## config.mk

```make
export PLATFORM = sky130hd
export DESIGN_NAME = urxerr_top
export DESIGN_NICKNAME = d
export VERILOG_FILES = /design/src/rtl/urxerr_pkg.sv /design/src/rtl/urxerr_fifo.sv /design/src/rtl/urxerr_frame.sv /design/src/rtl/urxerr_top.sv
export VERILOG_INCLUDE_DIRS = /design/src /design/src/rtl
export SDC_FILE = /design/constraint.sdc
export NUM_CORES = 1
export LEC_CHECK = 0
export ABC_AREA = 1
export BUFFER_PORTS_ARGS = -buffer_cell sky130_fd_sc_hd__buf_4
export CORE_ASPECT_RATIO = 2
export CORE_MARGIN = 1.5
export CORE_UTILIZATION = 45
export DETAILED_ROUTE_END_ITERATION = 10
export HOLD_SLACK_MARGIN = 0.1
export SLEW_MARGIN = 20
export SYNTH_ARGS = -nofsm -noshare
export SYNTH_HDL_FRONTEND = slang
export SYNTH_HIERARCHICAL = 1
export SYNTH_SLANG_ARGS = --single-unit
```

## constraint.sdc

```tcl
create_clock -name i_clk_sys -period 3 [get_ports i_clk_sys]
set_input_delay 0.75 -clock i_clk_sys [delete_from_list [all_inputs] [get_ports i_clk_sys]]
set_output_delay 0.75 -clock i_clk_sys [all_outputs]
set_load 0.03 [all_outputs]
```

## src/rtl/urxerr_params.svh

```systemverilog
// Purpose: constants of the receive error block
// Assumes: byte addresses on the register bus
// Notes: one definition per figure
`ifndef URXERR_PARAMS_SVH
`define URXERR_PARAMS_SVH

// register byte offsets
`define URXERR_OFF_DATA 8'h00
`define URXERR_OFF_STAT 8'h04
`define URXERR_OFF_FLAGS 8'h18
`define URXERR_OFF_LCTL 8'h2C
`define URXERR_OFF_ISTAT 8'h40
`define URXERR_OFF_IMASK 8'h44

// line_control fields
`define URXERR_LCTL_PEN 1
`define URXERR_LCTL_EPS 2
`define URXERR_LCTL_FEN 4
`define URXERR_LCTL_SPS 7
`define URXERR_LCTL_RST 8'h00

// line_flags fields and reset image
`define URXERR_FLG_BUSY 3
`define URXERR_FLG_RX_EMPTY 4
`define URXERR_FLG_TX_FULL 5
`define URXERR_FLG_RX_FULL 6
`define URXERR_FLG_TX_EMPTY 7
`define URXERR_FLAGS_RST 32'h0000_0090

// error bits inside the data word
`define URXERR_DR_ERR_LSB 8

// event bits of the interrupt status
`define URXERR_EV_W 5

// timing
`define URXERR_CLK_HZ 10000000
`define URXERR_BAUD 115200
`define URXERR_CLKS_PER_BIT (`URXERR_CLK_HZ / `URXERR_BAUD)
`define URXERR_FIFO_DEPTH 16

`endif

```

## src/rtl/urxerr_pkg.sv

```systemverilog
// Purpose: shared types of the receive error block
// Assumes: eight data bits per character
// Notes: status bit order is oe, brk, par, frm
`include "urxerr_params.svh"
package urxerr_pkg;

    typedef struct packed {
        logic oe;
        logic brk;
        logic par;
        logic frm;
    } urxerr_err_s;

    typedef struct packed {
        logic brk;
        logic par;
        logic frm;
        logic [7:0] data;
    } urxerr_char_s;

    typedef struct packed {
        logic sps;
        logic eps;
        logic pen;
    } urxerr_pcfg_s;

    typedef enum logic [2:0] {
        URXERR_IDLE,
        URXERR_START,
        URXERR_DATA,
        URXERR_PAR,
        URXERR_STOP,
        URXERR_BRKW
    } urxerr_fst_e;

    typedef struct packed {
        urxerr_fst_e st;
        logic [15:0] cnt;
        logic [2:0] bitn;
        logic [7:0] shift;
        logic all_low;
        logic perr;
        logic done;
        urxerr_char_s chr;
    } urxerr_frame_s;

    typedef struct packed {
        logic ack;
        logic rdvalid;
        logic [31:0] rdata;
        urxerr_err_s err;
        logic [7:0] lctl;
        logic [`URXERR_EV_W-1:0] ist;
        logic [`URXERR_EV_W-1:0] imask;
    } urxerr_top_s;

endpackage

```

## src/rtl/urxerr_fifo.sv

```systemverilog
// Purpose: receive character store in flip-flops
// Assumes: caller never pushes while full
// Notes: with fen low it behaves as a one-entry holding register
module urxerr_fifo #(
    parameter int W = 11,
    parameter int DEPTH = 16
) (
    // clock and reset
    input wire logic i_clk_sys,
    input wire logic i_rst_b,
    // control
    input wire logic i_fen,
    input wire logic i_push,
    input wire logic [W-1:0] i_wdata,
    input wire logic i_pop,
    // state
    output logic [W-1:0] o_head,
    output logic o_full,
    output logic o_empty,
    output logic [$clog2(DEPTH+1)-1:0] o_count
);
    import urxerr_pkg::*;
    localparam int AW = $clog2(DEPTH);
    localparam int CW = $clog2(DEPTH + 1);

    typedef struct packed {
        logic [DEPTH-1:0][W-1:0] mem;
        logic [AW-1:0] wp;
        logic [AW-1:0] rp;
        logic [CW-1:0] cnt;
    } urxerr_fifo_s;

    urxerr_fifo_s st, next_st;
    logic do_push, do_pop;

    assign o_empty = (st.cnt == '0);
    assign o_full = i_fen ? (st.cnt == CW'(DEPTH)) : !o_empty;
    assign o_head = st.mem[st.rp];
    assign o_count = st.cnt;
    assign do_push = i_push && !o_full;
    assign do_pop = i_pop && !o_empty;

    always_comb begin
        next_st = st;
        if (do_push) begin
            next_st.mem[st.wp] = i_wdata;
            next_st.wp = (st.wp == AW'(DEPTH - 1)) ? '0 : st.wp + 1'b1;
        end
        if (do_pop) begin
            next_st.rp = (st.rp == AW'(DEPTH - 1)) ? '0 : st.rp + 1'b1;
        end
        next_st.cnt = st.cnt + CW'(do_push) - CW'(do_pop);
    end

    always_ff @(posedge i_clk_sys) begin
        if (!i_rst_b) begin
            st <= '0;
        end else begin
            st <= next_st;
        end
    end
endmodule

```

## src/rtl/urxerr_frame.sv

```systemverilog
// Purpose: serial character receiver with break detection
// Assumes: i_rxd already synchronous to i_clk_sys
// Notes: samples each bit at its middle, lsb first
module urxerr_frame #(
    parameter int CLKS_PER_BIT = 86
) (
    // clock and reset
    input wire logic i_clk_sys,
    input wire logic i_rst_b,
    // line and configuration
    input wire logic i_rxd,
    input wire urxerr_pkg::urxerr_pcfg_s i_pcfg,
    // character out
    output logic o_done,
    output urxerr_pkg::urxerr_char_s o_char,
    output logic o_busy
);
    import urxerr_pkg::*;
    localparam logic [15:0] FULL = 16'(CLKS_PER_BIT - 1);
    localparam logic [15:0] HALF = 16'(CLKS_PER_BIT / 2);

    urxerr_frame_s st, next_st;
    logic tick;

    assign tick = (st.cnt == '0);
    assign o_done = st.done;
    assign o_char = st.chr;
    assign o_busy = (st.st != URXERR_IDLE);

    always_comb begin
        next_st = st;
        next_st.done = 1'b0;
        next_st.cnt = tick ? FULL : st.cnt - 1'b1;
        unique case (st.st)
            URXERR_IDLE: begin
                next_st.cnt = HALF;
                if (!i_rxd) begin
                    next_st.st = URXERR_START;
                end
            end
            URXERR_START: if (tick) begin
                // glitch shorter than half a bit is not a start
                next_st.st = i_rxd ? URXERR_IDLE : URXERR_DATA;
                next_st.bitn = '0;
                next_st.all_low = 1'b1;
                next_st.perr = 1'b0;
            end
            URXERR_DATA: if (tick) begin
                next_st.shift = {i_rxd, st.shift[7:1]};
                next_st.all_low = st.all_low && !i_rxd;
                next_st.bitn = st.bitn + 1'b1;
                if (st.bitn == 3'h7) begin
                    next_st.st = i_pcfg.pen ? URXERR_PAR : URXERR_STOP;
                end
            end
            URXERR_PAR: if (tick) begin
                next_st.all_low = st.all_low && !i_rxd;
                if (i_pcfg.sps) begin
                    next_st.perr = (i_rxd == i_pcfg.eps);
                end else begin
                    next_st.perr = i_pcfg.eps ? ^{st.shift, i_rxd} : ~^{st.shift, i_rxd};
                end
                next_st.st = URXERR_STOP;
            end
            URXERR_STOP: if (tick) begin
                next_st.done = 1'b1;
                next_st.chr.frm = !i_rxd;
                next_st.chr.brk = st.all_low && !i_rxd;
                next_st.chr.par = st.perr;
                // one zero character per break, however long it lasts
                next_st.chr.data = (st.all_low && !i_rxd) ? 8'h00 : st.shift;
                next_st.st = (st.all_low && !i_rxd) ? URXERR_BRKW : URXERR_IDLE;
            end
            URXERR_BRKW: if (i_rxd) begin
                next_st.st = URXERR_IDLE;
            end
        endcase
    end

    always_ff @(posedge i_clk_sys) begin
        if (!i_rst_b) begin
            st <= '0;
        end else begin
            st <= next_st;
        end
    end
endmodule

```

## src/rtl/urxerr_top.sv

```systemverilog
// Purpose: serial receive path with error status, clear and flags
// Assumes: avalon-mm slave, one wait state per access, 10 MHz clock
// Notes: no transmit path; transmit flags read as idle
//
// Implementation choice: the Avalon-MM slave port.
`include "urxerr_params.svh"
module urxerr_top #(
    parameter int CLKS_PER_BIT = `URXERR_CLKS_PER_BIT,
    parameter int FIFO_DEPTH = `URXERR_FIFO_DEPTH
) (
    // clock and reset
    input wire logic i_clk_sys,
    input wire logic i_rst_b,
    // avalon-mm slave
    input wire logic [7:0] i_avs_address,
    input wire logic i_avs_read,
    input wire logic i_avs_write,
    input wire logic [31:0] i_avs_writedata,
    input wire logic [3:0] i_avs_byteenable,
    output logic [31:0] o_avs_readdata,
    output logic o_avs_waitrequest,
    // serial line
    input wire logic i_rxd,
    // interrupt
    output logic o_irq
);
    import urxerr_pkg::*;
    localparam int CW = $clog2(FIFO_DEPTH + 1);

    function automatic logic hit(input logic [7:0] a, input logic [7:0] off);
        return a == off;
    endfunction

    urxerr_top_s st, next_st;
    urxerr_char_s rx_char;
    urxerr_char_s head;
    urxerr_pcfg_s pcfg;
    logic rx_done;
    logic rx_busy;
    logic fifo_full;
    logic fifo_empty;
    logic [CW-1:0] fifo_cnt;
    logic push;
    logic pop;
    logic ovr_evt;
    logic req;
    logic take_rd;
    logic take_wr;
    logic stat_clr;
    logic [31:0] flags_w;
    logic [31:0] rd_word;
    logic [`URXERR_EV_W-1:0] ev;

    ////////////////////////////////////////////////////////////////////////
    // receiver and store

    assign pcfg.pen = st.lctl[`URXERR_LCTL_PEN];
    assign pcfg.eps = st.lctl[`URXERR_LCTL_EPS];
    assign pcfg.sps = st.lctl[`URXERR_LCTL_SPS];

    urxerr_frame #(
        .CLKS_PER_BIT(CLKS_PER_BIT)
    ) u_frame (
        .i_clk_sys(i_clk_sys),
        .i_rst_b(i_rst_b),
        .i_rxd(i_rxd),
        .i_pcfg(pcfg),
        .o_done(rx_done),
        .o_char(rx_char),
        .o_busy(rx_busy)
    );

    // overrun drops the character; stored entries stay valid
    assign ovr_evt = rx_done && fifo_full;
    assign push = rx_done && !fifo_full;

    urxerr_fifo #(
        .W($bits(urxerr_char_s)),
        .DEPTH(FIFO_DEPTH)
    ) u_fifo (
        .i_clk_sys(i_clk_sys),
        .i_rst_b(i_rst_b),
        .i_fen(st.lctl[`URXERR_LCTL_FEN]),
        .i_push(push),
        .i_wdata(rx_char),
        .i_pop(pop),
        .o_head(head),
        .o_full(fifo_full),
        .o_empty(fifo_empty),
        .o_count(fifo_cnt)
    );

    ////////////////////////////////////////////////////////////////////////
    // bus decode: first cycle waits, second cycle completes

    assign req = i_avs_read || i_avs_write;
    assign take_rd = i_avs_read && st.ack;
    assign take_wr = i_avs_write && st.ack;
    // status location clears on any write, value ignored; reads return the error status
    assign stat_clr = take_wr && hit(i_avs_address, `URXERR_OFF_STAT);
    // pop only a character whose data was captured for this read
    assign pop = take_rd && hit(i_avs_address, `URXERR_OFF_DATA) && st.rdvalid;

    assign flags_w = `URXERR_FLAGS_RST
        & ~(32'h1 << `URXERR_FLG_RX_EMPTY)
        | (32'(fifo_empty) << `URXERR_FLG_RX_EMPTY)
        | (32'(fifo_full) << `URXERR_FLG_RX_FULL)
        | (32'(rx_busy) << `URXERR_FLG_BUSY);

    assign ev = {ovr_evt, rx_done && rx_char.brk, rx_done && rx_char.par,
        rx_done && rx_char.frm, push};

    always_comb begin
        rd_word = 32'h0000_0000;
        case (i_avs_address)
            `URXERR_OFF_DATA: begin
                if (!fifo_empty) begin
                    rd_word = {20'h0_0000, st.err.oe, head.brk, head.par, head.frm, head.data};
                end
            end
            `URXERR_OFF_STAT: rd_word = {28'h000_0000, st.err};
            `URXERR_OFF_FLAGS: rd_word = flags_w;
            `URXERR_OFF_LCTL: rd_word = {24'h00_0000, st.lctl};
            `URXERR_OFF_ISTAT: rd_word = {27'h000_0000, st.ist};
            `URXERR_OFF_IMASK: rd_word = {27'h000_0000, st.imask};
            default: rd_word = 32'h0000_0000;
        endcase
    end

    ////////////////////////////////////////////////////////////////////////
    // register state

    always_comb begin
        next_st = st;
        next_st.ack = req && !st.ack;
        if (req && !st.ack) begin
            next_st.rdata = i_avs_read ? rd_word : 32'h0000_0000;
            next_st.rdvalid = i_avs_read && hit(i_avs_address, `URXERR_OFF_DATA)
                && !fifo_empty;
        end
        if (pop) begin
            // status now tracks the character just handed out
            next_st.err.brk = head.brk;
            next_st.err.par = head.par;
            next_st.err.frm = head.frm;
        end
        if (stat_clr) begin
            next_st.err = '0;
        end
        if (take_wr && hit(i_avs_address, `URXERR_OFF_LCTL) && i_avs_byteenable[0]) begin
            next_st.lctl = i_avs_writedata[7:0];
        end
        if (take_wr && hit(i_avs_address, `URXERR_OFF_ISTAT) && i_avs_byteenable[0]) begin
            next_st.ist = st.ist & ~i_avs_writedata[`URXERR_EV_W-1:0];
        end
        if (take_wr && hit(i_avs_address, `URXERR_OFF_IMASK) && i_avs_byteenable[0]) begin
            next_st.imask = i_avs_writedata[`URXERR_EV_W-1:0];
        end
        // hardware sets are applied last so they win over clears
        if (ovr_evt) begin
            next_st.err.oe = 1'b1;
        end
        next_st.ist = next_st.ist | ev;
    end

    always_ff @(posedge i_clk_sys) begin
        if (!i_rst_b) begin
            st <= '0;
        end else begin
            st <= next_st;
        end
    end

    assign o_avs_readdata = st.rdata;
    assign o_avs_waitrequest = req && !st.ack;
    assign o_irq = |(st.ist & st.imask);
endmodule

```

=== Yosys cells after proc, flatten, opt, wreduce, memory -nomap -nowiden ===
Cells that the tools add are included.

* Add/sub/neg operators: 6
* Order comparisons: 3
* Equality and inequality tests: 22
* Multiplexer cells: 39
* Bitwise operators: 7
* Reduce and logical (&&, ||, !) cells: 50

{| class="wikitable"
|+ Operators by type and width
! cell !! number
|-
| 32-bit case mux with 6 select lines || 1
|-
| 176-bit bitwise mux || 1
|-
| 11-bit binary-select mux with 4-bit select || 1
|-
| 11-bit demux with 4-bit select || 1
|-
| 12-bit two-way mux || 3
|-
| 3-bit two-way mux || 11
|-
| 32-bit two-way mux || 1
|-
| 1-bit logical AND || 23
|-
| 11-bit two-way mux || 2
|-
| 3-bit case mux with 6 select lines || 1
|-
| 8-bit by 7-bit == test with 1-bit output (second input constant) || 2
|-
| 16-bit zero test || 1
|-
| 16-bit by 1-bit subtractor with 16-bit output (second input constant) || 1
|-
| 4-bit two-way mux || 3
|-
| 5-bit AND || 2
|-
| 4-bit by 5-bit < comparator with 1-bit output (second input constant) || 2
|-
| 2-bit by 1-bit != test with 1-bit output (second input constant) || 5
|-
| 3-bit == test (second input constant) || 3
|-
| 9-bit XNOR reduction || 1
|-
| 9-bit XOR reduction || 1
|-
| 4-bit by 1-bit adder with 4-bit output (second input constant) || 2
|-
| 4-bit == test (second input constant) || 2
|-
| 8-bit by 3-bit == test with 1-bit output (second input constant) || 1
|-
| 8-bit by 5-bit == test with 1-bit output (second input constant) || 1
|-
| 38 further kinds || 55
|}

* Register bits after elaboration: 289
* Output and inout bits: 34

=== Longest topological paths before layout ===
Gate-level depths: netlist of the first run.

* Depth in word-level cells: 8
* Gate-level depth with buffers: 18

=== By module ===
The synthesis of the first run kept the hierarchy.

{| class="wikitable"
|+ Modules (own cells, without submodules)
! module !! times used !! cells an instance !! area an instance (µm²)
|-
| urxerr_fifo || 1 || 1777 || 10953.0
|-
| urxerr_frame || 1 || 329 || 2288.4
|-
| urxerr_top || 1 || 307 || 2164.6
|}

=== Worst setup path after synthesis of the first run ===
Ideal clock, no wire load.

* Kind: input-to-reg
* Start: input port i_avs_address[5]
* End: register u_fifo.st (netlist bit u_fifo/o_count[4])
* Arrival time: 2923 ps
* Data required time: 2884 ps
* Setup slack: -39 ps
* Stages: 16
* Buffers on the path: 1
* Path through: nor2_2 > nand2_2 > nor2_4 > buf_6 > nand4_4 > inv_2 > nand2_1 > inv_1 > ha_1 > inv_1 > ha_1 > inv_1 > fa_1 > o31ai_1 > and2_1 > nor2_1

* Word-level cells in the longest chain between the ends: 5

{| class="wikitable"
|+ RTL lines
! item !! RTL line !! RTL
|-
| start, declared || urxerr_top.sv:15 || <nowiki>input wire logic [7:0] i_avs_address,</nowiki>
|-
| 8-bit zero test || urxerr_top.sv:31 || <nowiki>return a == off;</nowiki>
|-
| 1-bit logical AND (2 in a row) || urxerr_top.sv:102 || <nowiki>assign pop = take_rd && hit(i_avs_address, `URXERR_OFF_DATA) && st.rdvalid;</nowiki>
|-
| named net pop || urxerr_top.sv:44 || <nowiki>logic pop;</nowiki>
|-
| 1-bit logical AND || urxerr_fifo.sv:41 || <nowiki>assign do_pop = i_pop && !o_empty;</nowiki>
|-
| named net u_fifo.do_pop || urxerr_fifo.sv:34 || <nowiki>logic do_push, do_pop;</nowiki>
|-
| 5-bit by 1-bit subtractor with 5-bit output || urxerr_fifo.sv:52 || <nowiki>next_st.cnt = st.cnt + CW'(do_push) - CW'(do_pop);</nowiki>
|-
| end signal, assigned || urxerr_fifo.sv:59 || <nowiki>st <= next_st;</nowiki>
|-
| end, declared || urxerr_fifo.sv:33 || <nowiki>urxerr_fifo_s st, next_st;</nowiki>
|}

The timed path passes the listed nets, and every way through them passes these cells.
A chain may end at the register's enable or synchronous reset.

=== Worst setup path after layout of the first run ===
* Start: register u_fifo.st (netlist bit u_fifo/o_count[2])
* End: register u_fifo.st (netlist bit u_fifo/o_count[4])

* Word-level cells in the longest chain between the ends: 8

{| class="wikitable"
|+ RTL lines
! item !! RTL line !! RTL
|-
| 5-bit zero test || urxerr_fifo.sv:36 || <nowiki>assign o_empty = (st.cnt == '0);</nowiki>
|-
| 1-bit zero test || urxerr_fifo.sv:37 || <nowiki>assign o_full = i_fen ? (st.cnt == CW'(DEPTH)) : !o_empty;</nowiki>
|-
| 1-bit two-way mux * || urxerr_fifo.sv:37 ||
|-
| named net fifo_full || urxerr_top.sv:40 || <nowiki>logic fifo_full;</nowiki>
|-
| 1-bit zero test * || urxerr_top.sv:75 || <nowiki>assign push = rx_done && !fifo_full;</nowiki>
|-
| 1-bit logical AND * || urxerr_top.sv:75 ||
|-
| named net push || urxerr_top.sv:43 || <nowiki>logic push;</nowiki>
|-
| 1-bit logical AND * || urxerr_fifo.sv:40 || <nowiki>assign do_push = i_push && !o_full;</nowiki>
|-
| 5-bit by 1-bit adder with 5-bit output * || urxerr_fifo.sv:52 ||
|-
| 5-bit by 1-bit subtractor with 5-bit output * || urxerr_fifo.sv:52 ||
|}

The timed path passes the listed nets; every way through them passes the cells marked *.

==> results of run 1 <==
-- registers in the layout, indices dropped and copies added, names as in the netlist --
register	count
pcfg	3
u_fifo/st	184
u_fifo/o_count	5
u_frame/o_done	1
o_avs_readdata	12
u_frame/st	32
st	21
u_frame/o_char	11
-- cells in the final DEF, fill, tap and decap left out, drive strengths merged, types with 3 or more instances in the layout --
| cell type | instances |
|---|---|
| a21oi | 76 |
| buf | 109 |
| bufinv | 3 |
| clkbuf | 43 |
| clkinv | 6 |
| conb | 20 |
| dfxtp | 269 |
| ha | 15 |
| inv | 390 |
| nand2 | 617 |
| nand3 | 91 |
| nand4 | 193 |
| nor2 | 378 |
| nor3 | 6 |
| nor4 | 3 |
| o211ai | 45 |
| o21ai | 96 |
| xnor2 | 4 |
| xor2 | 9 |
-- worst paths after layout --
kind	from	end	slack [ps]	depth (start not counted)
setup / recovery	u_fifo/o_count[2]	u_fifo/o_count[4]	290	15
hold reg to reg	st[13]	st[13]	450	2
hold / removal	st[13]	st[13]	450	2
setup reg to reg	u_fifo/o_count[2]	u_fifo/o_count[4]	290	15
-- where the power goes --
group | switching (mW) | internal (mW) | leakage [nW] | total [mW]
Sequential | 0.0944 | 3.67 | 2.17 | 3.77
Clock | 1.46 | 2.11 | 0.450 | 3.56
Combinational | 0.886 | 0.402 | 5.00 | 1.29
Total | 2.44 | 6.18 | 7.61 | 8.62
-- worst max-delay path: stages (launching register included) --
cell     delay (ps)
dfxtp_1         320
inv_1            80
ha_1            220
nand2_2         100
nand2_4          70
nand2_1         120
nor2_4          210
nand3_4          90
ha_1            280
inv_1            60
ha_1            160
inv_1            50
fa_1            380
o31ai_1         260
and2_1          170
nor2_1           40
-- metrics by stage --
stage | std cells | hold WS [ps]
final | 2824 | 451.7
after global routing | 2824 | 483.9
after detailed placement | 2776 | 442.7
after CTS | 2824 | 452.3
after global placement | 2776 | 438.2
after floorplan | 2427 | 423.7
-- final cells by class --
class / instances / area, µm² / area share [%]
clock inverter: 5 / 100.1 / 0.5997
sequential: 269 / 5389 / 32.29
tap: 436 / 545.5 / 3.269
timing repair buffer: 109 / 897.1 / 5.375
multi-input combinational: 1568 / 7462 / 44.71
inverter: 394 / 1480 / 8.869
clock buffer: 43 / 815.8 / 4.888
-- routing by layer --
metal	part of all wire [%]	GRT usage, %
met1	37	26.57
met2	53	47.96
met3	3.0	2.276
met4	6.3	15.16
met5	0	0
==> metrics.yaml, run 1 <==
status:
  outcome: "finished, final reports clean"
logic_synthesis:
  syn_area_per_cell_um2: 6.382
  syn-instance-count: 2408
  synth_area_um2: 15370
  ys_warn_count: 6
final_layout:
  diodes: 0
  fillers: 3453
  final_layout_size_suffix_gt1_share_pct: 9.171
  fin_area_um2: 16690
  area_growth_pct: 8.598
  final_nets: 2433
  utilization_pct: 49.61
route:
  routedWlPerCell_um: 15.87
  wl_um: 44810
  drt_iter0_drc: 932
  vias_per_cell: 5.050
  via_count: 14260
  drtAntennaViolNets: 0
  first_pass_iters: 5
  drcViolationCount: 0
sta:
  drv_slew: 0
  finalCritPeriodShare_pct: 90.41
  setup_viol: 0
  maxSlewHeadroom_pct: 32.55
  fmax_ghz: 0.3687
  finalWorstSetupSlack_ps: 287.6
  min_period_ps: 2712
  final.setup.tns_ps: 0
  worstMarginPinSlew_ps: 1011
  finalHoldViolCount: 0
  rsz0062_at_grt: "no"
  skew_ps: 16.69
floorplan:
  row_count: 95
  io_pins: 83
  die_x_um: 133.7
  dieArea_um2: 35340
  core_um2: 33640
  dieHeight_um: 264.4
  start_util_pct: 45.69
critical_path:
  cp_max_fo: 3
  critPathRequiredTime_ps: 3440
  worstSetupEndpointType: "register"
  cp-start-kind: "register"
  path_class: "register to register"
  arrival_ps: 3150
cts:
  clkSinkCount: 269
  hold_buffers: 0
  post_cts_buffers: 0
  cts_max_level: 1
  clk_pin_slew_ps: 60
  clkLatencyLatePin_ps: 550
  cts-root-buf: "clkbuf_16"
  postCtsResizedCells: 0
  cts_tree: "built"
  cts_buffer_depth: 3
  cts_buffers: 26
pwr:
  total_power_mw: 8.621
  powerDensity_nw_per_um2: 516.5
  p_leak_nw: 7.615
  irDropWorstVdd_v: 0.0006676
placed_design:
  post-place-ws_ps: -123.2
  placed_cell_area_um2: 15770
  hpwlAfterDp_um: 30060
  io_buffers: 35
  gp_congestion: 0.9487
job:
  drv_cap: 0
global_route:
  grt_usage_pct: 25.29
  grt_pass1_vias: 13890
  grt_max_degree: 190
  grt.overflow.total: 0
  grt_pass1_wl_um: 71860
  grt_antenna_before_repair: 0
worst_hold_path:
  hold_class: "register to register"
Power figures use the tool's default switching activity.
==> run 2, diff against run 1 <==
--- a/config.mk
+++ b/config.mk
@@ -8,7 +8,7 @@
 export LEC_CHECK = 0
 export ABC_AREA = 1
 export BUFFER_PORTS_ARGS = -buffer_cell sky130_fd_sc_hd__buf_4
-export CORE_ASPECT_RATIO = 2
+export CORE_ASPECT_RATIO = 1.75
 export CORE_MARGIN = 1.5
 export CORE_UTILIZATION = 45
 export DETAILED_ROUTE_END_ITERATION = 10
==> run 2 against run 1 <==
  * First-iteration DRC count grew 28%
  * Sequential share of layout area fell by 0.14 points
  * Global-route usage shrank 0.13 points
  * Clock skew increased by 5.1 ps
  * Count of clock-buffer cells in the layout decreased by 9
  * Via count up 1.0%
  * Utilization rose by 0.23 points
  * Sequential power is essentially flat
==> metrics.yaml, run 2 (synthesized netlist as in run 1, its figures left out) <==
cts:
  clkSinkCount: 269  # unchanged
  postCtsResizedCells: 0  # unchanged
  clkLatencyLatePin_ps: 560  # about the same
  cts-root-buf: "clkbuf_16"
  clk_pin_slew_ps: 70  # about the same
  cts_buffer_depth: 3  # unchanged
  post_cts_buffers: 0  # unchanged
  hold_buffers: 0  # unchanged
  cts_tree: "built"
  cts_max_level: 1  # unchanged
  cts_buffers: 26  # unchanged
pwr:
  p_comb_share_pct: 14.3  # -0.6 points
  power_frac_seq_pct: 42.4  # -1.3 points
  p_int_mw: 6.441  # +4.2%
  irDropWorstVdd_v: 0.0004342  # -35%
  power.share.switching_pct: 27.59  # -0.69 points
  switching_power_mw: 2.455  # +0.68%
  p_leak_nw: 7.644  # +0.38%
  total_power_mw: 8.896  # +3.2%
  clock_power_share_pct: 43.3  # +2.0 points
  powerDensity_nw_per_um2: 530.6  # +2.7%
critical_path:
  cpPeakStageDelay_ps: 390  # about the same
  cp_max_fo: 3  # unchanged
  cp-start-kind: "register"
  path_class: "register to register"
  reg2reg_depth: 15  # unchanged
  reg2reg_from: "u_fifo/o_count[2]"
  worstPathCellList: "inv_1, ha_1, nand2_2, nand2_4, nand2_1, nor2_4, nand3_4, ha_1, inv_1, ha_1, inv_1, fa_1, o31ai_1, and2_1, nor2_1"
  crit_start: "u_fifo/o_count[2]"
  timing.rr.end: "u_fifo/o_count[4]"
  cp-endpoint: "u_fifo/o_count[4]"
  worstSetupEndpointType: "register"
  r2r_setup_slack_ps: 290  # about the same
  critPathRequiredTime_ps: 3440  # about the same
  critPathSlowestCell: "fa_1"
  arrival_ps: 3140  # about the same
floorplan:
  dieHeight_um: 247.5  # -6.4%
  core_um2: 33630  # about the same
  dieArea_um2: 35310  # about the same
  row_count: 89  # -6.3%
  io_pins: 83  # unchanged
  start_util_pct: 45.70  # about the same
  die_x_um: 142.7  # +6.8%
placed_design:
  placed_cell_area_um2: 15760  # about the same
  hpwlAfterDp_um: 29050  # -3.4%
  gp_congestion: 0.8962  # -5.5%
  io_buffers: 35  # unchanged
final_layout:
  diodes: 0  # unchanged
  layout_common_cells: "601 x nand2_1, 381 x inv_1, 361 x nor2_1, 268 x dfxtp_1, 182 x nand4_1"
  reg.largest.list: "u_fifo/st (184), u_frame/st (32), st (21)"
  final_common_cell: "nand2_1"
  final_layout_size_suffix_gt1_share_pct: 9.308  # +0.14 points
  fillers: 3547  # +2.7%
  final_nets: 2430  # -0.12%
  area_growth_pct: 9.078
  largest_reg_flops: 184  # unchanged
  fin_area_um2: 16760  # +0.44%
  max_flop_register: "u_fifo/st"
sta:
  worstMarginPinSlew_ps: 1021  # +10.18 ps
  rsz0062_at_grt: "no"
  skew_ps: 21.75  # +5.051 ps
  min_period_ps: 2706  # -6.330 ps
  setup_viol: 0  # unchanged
  fmax_ghz: 0.3695  # +0.23%
  drv_slew: 0  # unchanged
  maxSlewHeadroom_pct: 31.87  # -0.68 points
  finalCritPeriodShare_pct: 90.20  # -0.21 points
  finalHoldViolCount: 0  # unchanged
route:
  wl_um: 44020  # -1.8%
  drt_iter0_drc: 1195  # +28%
  routedWlPerCell_um: 15.50  # -2.3%
  first_pass_iters: 5  # unchanged
  vias_per_cell: 5.073  # +0.46%
  via_count: 14410  # +1.0%
  drtAntennaViolNets: 0  # unchanged
  drcViolationCount: 0  # unchanged
global_route:
  grt_usage_pct: 25.16  # -0.13 points
  grt_antenna_before_repair: 0  # unchanged
  grt_pass1_vias: 13600  # -2.1%
  grt_pass1_wl_um: 70760  # -1.5%
  grt_max_degree: 190  # unchanged
  grt.overflow.total: 0  # unchanged
job:
  drv_cap: 0  # unchanged
status:
  outcome: "finished, final reports clean"
worst_hold_path:
  hold_class: "register to register"
run 2: changes by cell type in the layout (fill, tap and decap cells not counted), moves of 2 or more:
cell       previous run  this run
bufinv_16             3         7
clkinv_2              3         6
clkbuf_1              8         2
clkbuf_8              8         5
buf_4               102       100
run 2: critical path, delay by kind of cell, from the launching register on:
| kind | cells | cell delay (ps) |
|---|---|---|
| buf+inv | 3 | 190 |
| fa+ha+maj | 4 | 1050 |
| compound gates | 1 | 260 |
| flops | 1 | 320 |
| simple gates | 7 | 790 |
run 2: metal layers:
layer / part of all wire (%) / global-route usage (%)
met1: 39 / 27.70
met2: 51 / 45.73
met3: 3.5 / 2.354
met4: 6.8 / 16.31
met5: 0 / 0
run 2: cell type report:
| type | count | area [µm²] | share of cell area [%] |
|---|---|---|---|
| repair buffers | 106 | 862.1 | 5.143 |
| multi-input cells | 1568 | 7462 | 44.51 |
| inverters | 394 | 1480 | 8.830 |
| well taps | 455 | 569.3 | 3.396 |
| clock buffers | 34 | 752.0 | 4.486 |
| flip-flops and latches | 269 | 5389 | 32.15 |
| clock inverters | 14 | 249.0 | 1.485 |
run 2: worst min path at each step:
stage / slack [ps] / to / startpoint / cells past startpoint
2_1_floorplan: 420 / st[13] / st[13] / 2
3_3_place_gp: 440 / st[13] / st[13] / 2
3_5_place_dp: 440 / st[13] / st[13] / 2
4_1_cts: 450 / st[13] / st[13] / 2
5_1_grt: 470 / st[18] / st[18] / 2
6_report: 450 / st[13] / st[13] / 2
run 2: stage by stage:
stage | hold slack (ps) | std cells | TNS, ps | util [%] | worst slack (ps)
3_3_place_gp | 438.4 | 2792 | -109.0 | 46.87 | -109.0
5_1_grt | 474.4 | 2840 | 0 | 49.85 | 91.35
2_1_floorplan | 423.7 | 2427 | 0 | - | 3.783
3_5_place_dp | 440.2 | 2792 | -139.7 | 46.87 | -132.2
6_report | 454.1 | 2840 | 0 | 49.85 | 293.9
4_1_cts | 450.8 | 2840 | 0 | 49.85 | 286.4
run 2: power groups by stage:
stage / Sequential, mW / Combinational (mW) / Clock, mW
CTS: 3.77 / 1.27 / 3.94
floorplan: 3.83 / 1.02 / 0
detailed placement: 3.85 / 1.27 / 0
global route: 3.78 / 1.43 / 4.06
global placement: 3.85 / 1.25 / 0
finish: 3.77 / 1.27 / 3.85
